--- src/srsr_defines.svh ---
`ifndef SRSR_DEFINES_SVH
`define SRSR_DEFINES_SVH

// reset cause register bit positions
`define SRSR_CAUSE_POR 7
`define SRSR_CAUSE_EXT 6
`define SRSR_CAUSE_WDT 5
`define SRSR_CAUSE_SMR 4
`define SRSR_CAUSE_RST 8'h00

// least external pulse width, in system clocks
`define SRSR_PIN_MIN_LOW 4

// hold counts, in system clocks
`define SRSR_POR_CYC 256
`define SRSR_POR_XTAL_CYC 5000
`define SRSR_SMR_CYC 66
`define SRSR_SMR_XTAL_CYC 5000

// reset vector location in program memory
`define SRSR_VEC_HI_ADDR 16'h0002
`define SRSR_VEC_LO_ADDR 16'h0003

`endif

--- src/srsr_pkg.sv ---
`default_nettype none

package srsr_pkg;

	typedef enum logic [2:0] {
		ST_RESET,
		ST_RELEASE,
		ST_RUN,
		ST_STOP,
		ST_SMR,
		ST_VEC_HI,
		ST_VEC_LO,
		ST_VEC_LD
	} srsr_state_t;

	typedef enum logic [1:0] {
		SRC_NONE,
		SRC_POR,
		SRC_EXT,
		SRC_WDT
	} srsr_src_t;

endpackage : srsr_pkg

`default_nettype wire

--- src/srsr_pin_filter.sv ---
`include "srsr_defines.svh"
`default_nettype none

module srsr_pin_filter #(
	parameter int MIN_LOW = `SRSR_PIN_MIN_LOW
) (
	input wire logic ref_clk,
	input wire logic rst_n,
	input wire logic pin_in,
	input wire logic mask,
	output logic pin_high,
	output logic pin_hit
);
	localparam int CNTW = $clog2(MIN_LOW + 1);
	localparam logic [CNTW-1:0] LAST = CNTW'(MIN_LOW - 1);

	logic sync1;
	logic sync2;
	logic [CNTW-1:0] low_cnt;
	wire low_now = ~sync2 & ~mask;

	// two stages before anything looks at the pin
	always_ff @(posedge ref_clk or negedge rst_n) begin
		if (!rst_n) begin
			sync1 <= 1'b1;
			sync2 <= 1'b1;
		end else begin
			sync1 <= pin_in;
			sync2 <= sync1;
		end
	end

	// shorter runs of low samples restart the count and never hit
	always_ff @(posedge ref_clk or negedge rst_n) begin
		if (!rst_n) begin
			low_cnt <= '0;
		end else if (!low_now) begin
			low_cnt <= '0;
		end else if (low_cnt != LAST) begin
			low_cnt <= low_cnt + 1'b1;
		end
	end

	assign pin_high = sync2;
	assign pin_hit = low_now & (low_cnt == LAST);
endmodule : srsr_pin_filter

`default_nettype wire

--- src/srsr_top.sv ---
// Functional notes
// - ignore pin pulses under four clocks, except in stop mode
// - stay reset while pin low, exit after
// - external reset sets external flag
// - power-on delay, longer with crystal (release of rst_n always loads the crystal count, whatever xtal_en is)
// - power-on sets flag, then vector fetch
// - watchdog resets only in reset mode
// - drive pin low in reset delay, not release
// - internal event pulls pin until delay
// - debug request bit resets the system
// - debug bit self-clears, sets power-on flag
// - stop instruction enters stop mode
// - stop recovery holds cpu 66/5000 cycles
// - stop recovery leaves other registers alone
// - stop recovery selects internal oscillator
// - load pc from 0002h and 0003h
`include "srsr_defines.svh"
`default_nettype none

module srsr_top
	import srsr_pkg::*;
#(
	parameter int POR_CYC = `SRSR_POR_CYC,
	parameter int POR_XTAL_CYC = `SRSR_POR_XTAL_CYC,
	parameter int SMR_CYC = `SRSR_SMR_CYC,
	parameter int SMR_XTAL_CYC = `SRSR_SMR_XTAL_CYC,
	parameter int CW = 13
) (
	input wire logic ref_clk,
	input wire logic rst_n,
	input wire logic supply_ok,
	input wire logic xtal_en,
	input wire logic reset_pin_in,
	output logic reset_pin_out,
	output logic reset_pin_oe,
	input wire logic port_rst_out_en,
	input wire logic wdt_timeout,
	input wire logic wdt_reset_mode,
	input wire logic dbg_ctl_wr,
	input wire logic [7:0] dbg_ctl_wdata,
	output logic dbg_rst_req,
	input wire logic debug_pin_line_n,
	input wire logic stop_exec,
	input wire logic stop_wake,
	input wire logic cause_clr,
	output logic [7:0] reset_cause_register,
	output logic sys_rst,
	output logic cpu_rst,
	output logic stop_mode,
	output logic osc_sel_int_rc,
	output logic pmem_rd_en,
	output logic [15:0] pmem_addr,
	input wire logic [7:0] pmem_rdata,
	output logic pc_load,
	output logic [15:0] pc_value
);
	function automatic logic is_sys_rst(input srsr_state_t st);
		is_sys_rst = (st == ST_RESET) || (st == ST_RELEASE);
	endfunction : is_sys_rst

	srsr_state_t state;
	srsr_state_t next_state;
	srsr_src_t src;
	logic [CW-1:0] cnt;
	logic [7:0] vec_hi;
	logic pin_high;
	logic pin_hit;

	srsr_pin_filter u_filter (
		.ref_clk(ref_clk),
		.rst_n(rst_n),
		.pin_in(reset_pin_in),
		.mask(port_rst_out_en),
		.pin_high(pin_high),
		.pin_hit(pin_hit)
	);

	wire stop_st = (state == ST_STOP);
	wire active = !is_sys_rst(state) && !stop_st;
	wire wdt_rst = wdt_timeout & wdt_reset_mode;
	// in stop the clock-based filter cannot run, so any low sample counts
	wire pin_ext = active ? pin_hit : (stop_st & ~pin_high);
	wire go_rst = ~supply_ok | (active & (dbg_rst_req | wdt_rst)) | pin_ext
		| (stop_st & ~debug_pin_line_n);
	wire srsr_src_t go_src = (~supply_ok | (active & dbg_rst_req)) ? SRC_POR :
		pin_ext ? SRC_EXT : (active & wdt_rst) ? SRC_WDT : SRC_NONE;
	wire [CW-1:0] lim_por = xtal_en ? CW'(POR_XTAL_CYC - 1) : CW'(POR_CYC - 1);
	wire [CW-1:0] lim_smr = xtal_en ? CW'(SMR_XTAL_CYC - 1) : CW'(SMR_CYC - 1);
	wire cnt_done = (cnt == '0);
	wire smr_enter = stop_st & stop_wake & ~go_rst;
	wire rst_done = (state == ST_RESET) & (next_state == ST_RELEASE);
	wire [7:0] done_flags = (src == SRC_POR) ? 8'(1) << `SRSR_CAUSE_POR :
		(src == SRC_EXT) ? 8'(1) << `SRSR_CAUSE_EXT :
		(src == SRC_WDT) ? 8'(1) << `SRSR_CAUSE_WDT : `SRSR_CAUSE_RST;

	always_comb begin
		next_state = state;
		if (go_rst) begin
			next_state = ST_RESET;
		end else begin
			case (state)
				ST_RESET: if (cnt_done) next_state = ST_RELEASE;
				ST_RELEASE: if (pin_high) next_state = ST_VEC_HI;
				ST_RUN: if (stop_exec) next_state = ST_STOP;
				ST_STOP: if (stop_wake) next_state = ST_SMR;
				ST_SMR: if (cnt_done) next_state = ST_VEC_HI;
				ST_VEC_HI: next_state = ST_VEC_LO;
				ST_VEC_LO: next_state = ST_VEC_LD;
				ST_VEC_LD: next_state = ST_RUN;
				default: next_state = ST_RESET;
			endcase
		end
	end

	always_ff @(posedge ref_clk or negedge rst_n) begin
		if (!rst_n) begin
			state <= ST_RESET;
			src <= SRC_POR;
		end else begin
			state <= next_state;
			if (go_rst) src <= go_src;
		end
	end

	// supply dips reload the delay, so it runs from the last valid edge
	always_ff @(posedge ref_clk or negedge rst_n) begin
		if (!rst_n) begin
			cnt <= CW'(POR_XTAL_CYC - 1);
		end else if (go_rst) begin
			cnt <= lim_por;
		end else if (smr_enter) begin
			cnt <= lim_smr;
		end else if (!cnt_done && (state == ST_RESET || state == ST_SMR)) begin
			cnt <= cnt - 1'b1;
		end
	end

	// hardware updates win over a software clear in the same cycle
	always_ff @(posedge ref_clk or negedge rst_n) begin
		if (!rst_n) begin
			reset_cause_register <= `SRSR_CAUSE_RST;
		end else if (rst_done) begin
			reset_cause_register <= done_flags;
		end else if (smr_enter) begin
			reset_cause_register <= 8'(1) << `SRSR_CAUSE_SMR;
		end else if (cause_clr) begin
			reset_cause_register <= `SRSR_CAUSE_RST;
		end
	end

	// a debugger write beats the reset-state clear; set in the last reset cycle, it requests one more reset
	always_ff @(posedge ref_clk or negedge rst_n) begin
		if (!rst_n) begin
			dbg_rst_req <= 1'b0;
		end else if (dbg_ctl_wr) begin
			dbg_rst_req <= dbg_ctl_wdata[0];
		end else if (state == ST_RESET) begin
			dbg_rst_req <= 1'b0;
		end
	end

	always_ff @(posedge ref_clk or negedge rst_n) begin
		if (!rst_n) begin
			osc_sel_int_rc <= 1'b0;
			vec_hi <= 8'h00;
			pc_value <= 16'h0000;
			pc_load <= 1'b0;
		end else begin
			osc_sel_int_rc <= smr_enter;
			pc_load <= (state == ST_VEC_LD) & ~go_rst;
			if (state == ST_VEC_LO) vec_hi <= pmem_rdata;
			if (state == ST_VEC_LD) pc_value <= {vec_hi, pmem_rdata};
		end
	end

	// the pin is released before the exit check, so our own drive cannot hold reset
	assign reset_pin_oe = (state == ST_RESET) | port_rst_out_en;
	assign reset_pin_out = 1'b0;
	assign sys_rst = is_sys_rst(state);
	// stop recovery only holds the cpu; peripheral registers keep their state
	assign cpu_rst = sys_rst | (state == ST_SMR) | (state == ST_VEC_HI)
		| (state == ST_VEC_LO) | (state == ST_VEC_LD);
	assign stop_mode = stop_st;
	assign pmem_rd_en = (state == ST_VEC_HI) | (state == ST_VEC_LO);
	assign pmem_addr = (state == ST_VEC_LO) ? `SRSR_VEC_LO_ADDR : `SRSR_VEC_HI_ADDR;

	// helper: cycles spent in the current hold
	logic [CW-1:0] hcnt;
	logic harmed;
	always_ff @(posedge ref_clk or negedge rst_n) begin
		if (!rst_n) begin
			hcnt <= '0;
			harmed <= 1'b0;
		end else if (go_rst || smr_enter) begin
			hcnt <= '0;
			harmed <= 1'b1;
		end else begin
			hcnt <= hcnt + 1'b1;
		end
	end
endmodule : srsr_top

`default_nettype wire

--- config.mk ---
export PLATFORM = sky130hd
export DESIGN_NAME = srsr_top
export DESIGN_NICKNAME = d
export VERILOG_FILES = /design/src/srsr_pkg.sv /design/src/srsr_pin_filter.sv /design/src/srsr_top.sv
export VERILOG_INCLUDE_DIRS = /design/src /design/src/src
export SDC_FILE = /design/constraint.sdc
export NUM_CORES = 1
export LEC_CHECK = 0
export ABC_AREA = 0
export BUFFER_PORTS_ARGS = -buffer_cell sky130_fd_sc_hd__buf_2
export CAP_MARGIN = 30
export CORE_UTILIZATION = 50
export CTS_CLUSTER_SIZE = 14
export DETAILED_ROUTE_END_ITERATION = 8
export PLACE_DENSITY = 0.77
export SYNTH_ARGS = -nofsm -noshare
export SYNTH_HDL_FRONTEND = slang
export SYNTH_SLANG_ARGS = --single-unit
--- constraint.sdc ---
create_clock -name ref_clk -period 2.94 [get_ports ref_clk]
set_clock_uncertainty 0.2 [all_clocks]
set_input_delay 0.588 -clock ref_clk [delete_from_list [all_inputs] [get_ports ref_clk]]
set_output_delay 0.588 -clock ref_clk [all_outputs]
set_load 0.05 [all_outputs]
==> metrics.cfg <==
[placed_design]
post-place-cells = 362
hpwlAfterDp_um = 3650
gp_congestion = 0.835
place_area_sq_um = 3010
portBuffers = 50

[power]
power_leakage_nw = 1.49
cellPowerDensity_nw_per_um2 = 458
finalPower_w = 0.00142
ir_drop_mv = 0.380

[layout]
syn_to_final_growth_pct = 12.5
final_area_sq_um = 3110
final_nets = 332
fin_cells = 370
fillers = 446
drive_above_1_share_pct = 35.7
antenna_cells = 0

[floorplan]
initial_core_util_pct = 53.0
die_y_um = 76.3
num_io_pins = 78
core_area_sq_um = 5200
fp-row-count = 26
die_x_um = 76.3
die_area_sq_um = 5820

[sta]
slew_violations = 0
layout_min_cycle_time_ns = 2.64
holdWs_ns = 0.163
setup_violations = 0
fmax_mhz = 378
rsz0062_at_grt = false
hold_viol_final = 0
finalCritPeriodShare_pct = 89.9
tns_ns = 0
worstMarginPinSlew_ns = 0.665
slew_headroom_pct = 55.7

[synth]
synth.area.top_cells = dfrtp_1 40%, mux2_2 9.8%, dfstp_2 9.5%, buf_4 5.7%, nor2_1 2.4%
yosysSeqAreaShare_pct = 49.4
synth_most_common_cell = dfrtp_1
synthFlopType = dfrtp_1
synth.avg_cell_area_sq_um = 11.1
synthDominantCellAreaShare_pct = 39.9
synthDistinctLibCells = 52
synthesis.area_sq_um = 2760
ys_seq_elements = 54
yosys.area.top_type = dfrtp_1
syn_inst = 248
ys_top_cells_by_count = 44 x dfrtp_1, 24 x mux2_2, 21 x buf_4
synth_edf_count = 0
synth_warnings = 0
async_flop_share_pct = 100

[detailed_routing]
vias = 1909
dr.pass1.iters = 4
antenna_left = 0
routedWlPerCell_um = 13.3
wl_um = 4930
via_per_inst = 5.16
drt-initial-drc-count = 102
drc_errors = 0

[grt]
grt_max_degree = 55
grt_pass1_vias = 1890
antenna_found_initial = 0
grt_util_all_layers_pct = 18.6
grt_overflow = 0
grt_pass1_wl_um = 8690

[hold_path]
hp-class = input port to flop

[status]
status = finished clean

[clock_network]
clock_path_buffers = 2
htreeDepth = 2
post-cts-setup-buffers = 0
cts_buffers = 5
clk-insertion-delay-late_ns = 0.32
clock-root-buffer = clkbuf_8
clk_pin_slew_ns = 0.10
cts_hold_buf = 0
cts_resized = 0
cts_tree = done
cts_sinks = 54

[worst_setup_path]
cp-start-kind = flop
path_max_fanout = 14
end_kind = output port
crit_required_ns = 2.15
cp.arrival_ns = 1.86
critPathKind = flop to output port

[job]
cap_violations = 0

[registers in the layout (all words and copies together), names as in the netlist, 2 cells and up]
name and cells:
pc_value 16, cnt 13, vec_hi 8, reset_cause_register 4, state 3, u_filter.low_cnt 3, src 2
[cells by family after synthesis]
family / after synthesis / synth area share [%]
muxes: 30 / 12.0
and+or+nand+nor: 76 / 15.4
xor gates and xnor gates: 8 / 2.54
other: 2 / 0.272
adders and majority gates: 4 / 1.81
AOI/OAI and AO/OA: 39 / 10.8
DFF: 54 / 49.4
buffers and inverters: 35 / 7.75
[report_power, final]
part | internal [W] | switching [W]
sequential | 0.000777 | 0.0000255
combinational | 0.0000495 | 0.000132
clock | 0.000178 | 0.000258
[layout make-up]
class	count	area, sq um	share of cell area, %
flip-flops and latches	54	1360	43.9
well taps	70	87.6	2.82
repair buffers	54	280	9.02
multi-input cells	177	1250	40.2
inverters	7	26.3	0.846
clock inverters	3	28.8	0.927
clock buffers	5	68.8	2.22
[final timing paths]
| path | cells after the start | from | end | slack [ns] |
|---|---|---|---|---|
| max | 4 | state[1] | reset_pin_oe | 0.30 |
| min | 1 | reset_pin_in | u_filter.sync1 | 0.16 |
| max reg2reg | 5 | state[1] | cnt[3] | 0.49 |
| min reg2reg | 0 | u_filter.sync1 | u_filter.pin_high | 0.16 |
| max in group asynchronous | 2 | rst_n | dbg_rst_req | 1.92 |
| min in group asynchronous | 2 | rst_n | cnt[11] | 0.18 |
[stage by stage]
stage / worst slack (ns) / util [%]
after floorplan: 0.402 / -
after global placement: 0.512 / 57.8
after detailed placement: 0.491 / 57.8
after CTS: 0.287 / 59.7
after global routing: 0.152 / 59.7
final: 0.296 / 59.7
[per-layer routing]
metal	GRT usage (%)	wire, um
met5	0	0
met2	30.5	2340
met3	4.55	289
met4	7.31	79
met1	23.7	2230
[cells in the final DEF (no fill, tap or decap), drive strengths merged, types with 2 or more instances in the layout]
master	Yosys	routed
nor4	2	2
buf	24	54
nand3	6	6
mux2i	6	6
a2111oi	3	3
a31oi	2	2
xnor2	3	3
nand2	17	17
nor2	18	18
dfstp	10	10
o211ai	2	2
nor2b	4	4
nor3	5	5
clkbuf	4	5
a21oi	8	8
dfrtp	44	44
or2	2	2
o22a	2	2
and2	2	2
conb	2	20
a22oi	2	2
o21ai	8	8
or4	2	2
mux2	24	24
xor2	5	5
nand2b	6	6
inv	7	9
nand3b	6	6
ha	4	4
[critical path, stage by stage (launching register included)]
cell and delay [ns]:
dfrtp_1 0.58, or2_1 0.35, nor2_1 0.12, or2_2 0.28, buf_2 0.21
No activity file was read; power rests on OpenSTA's default activity.
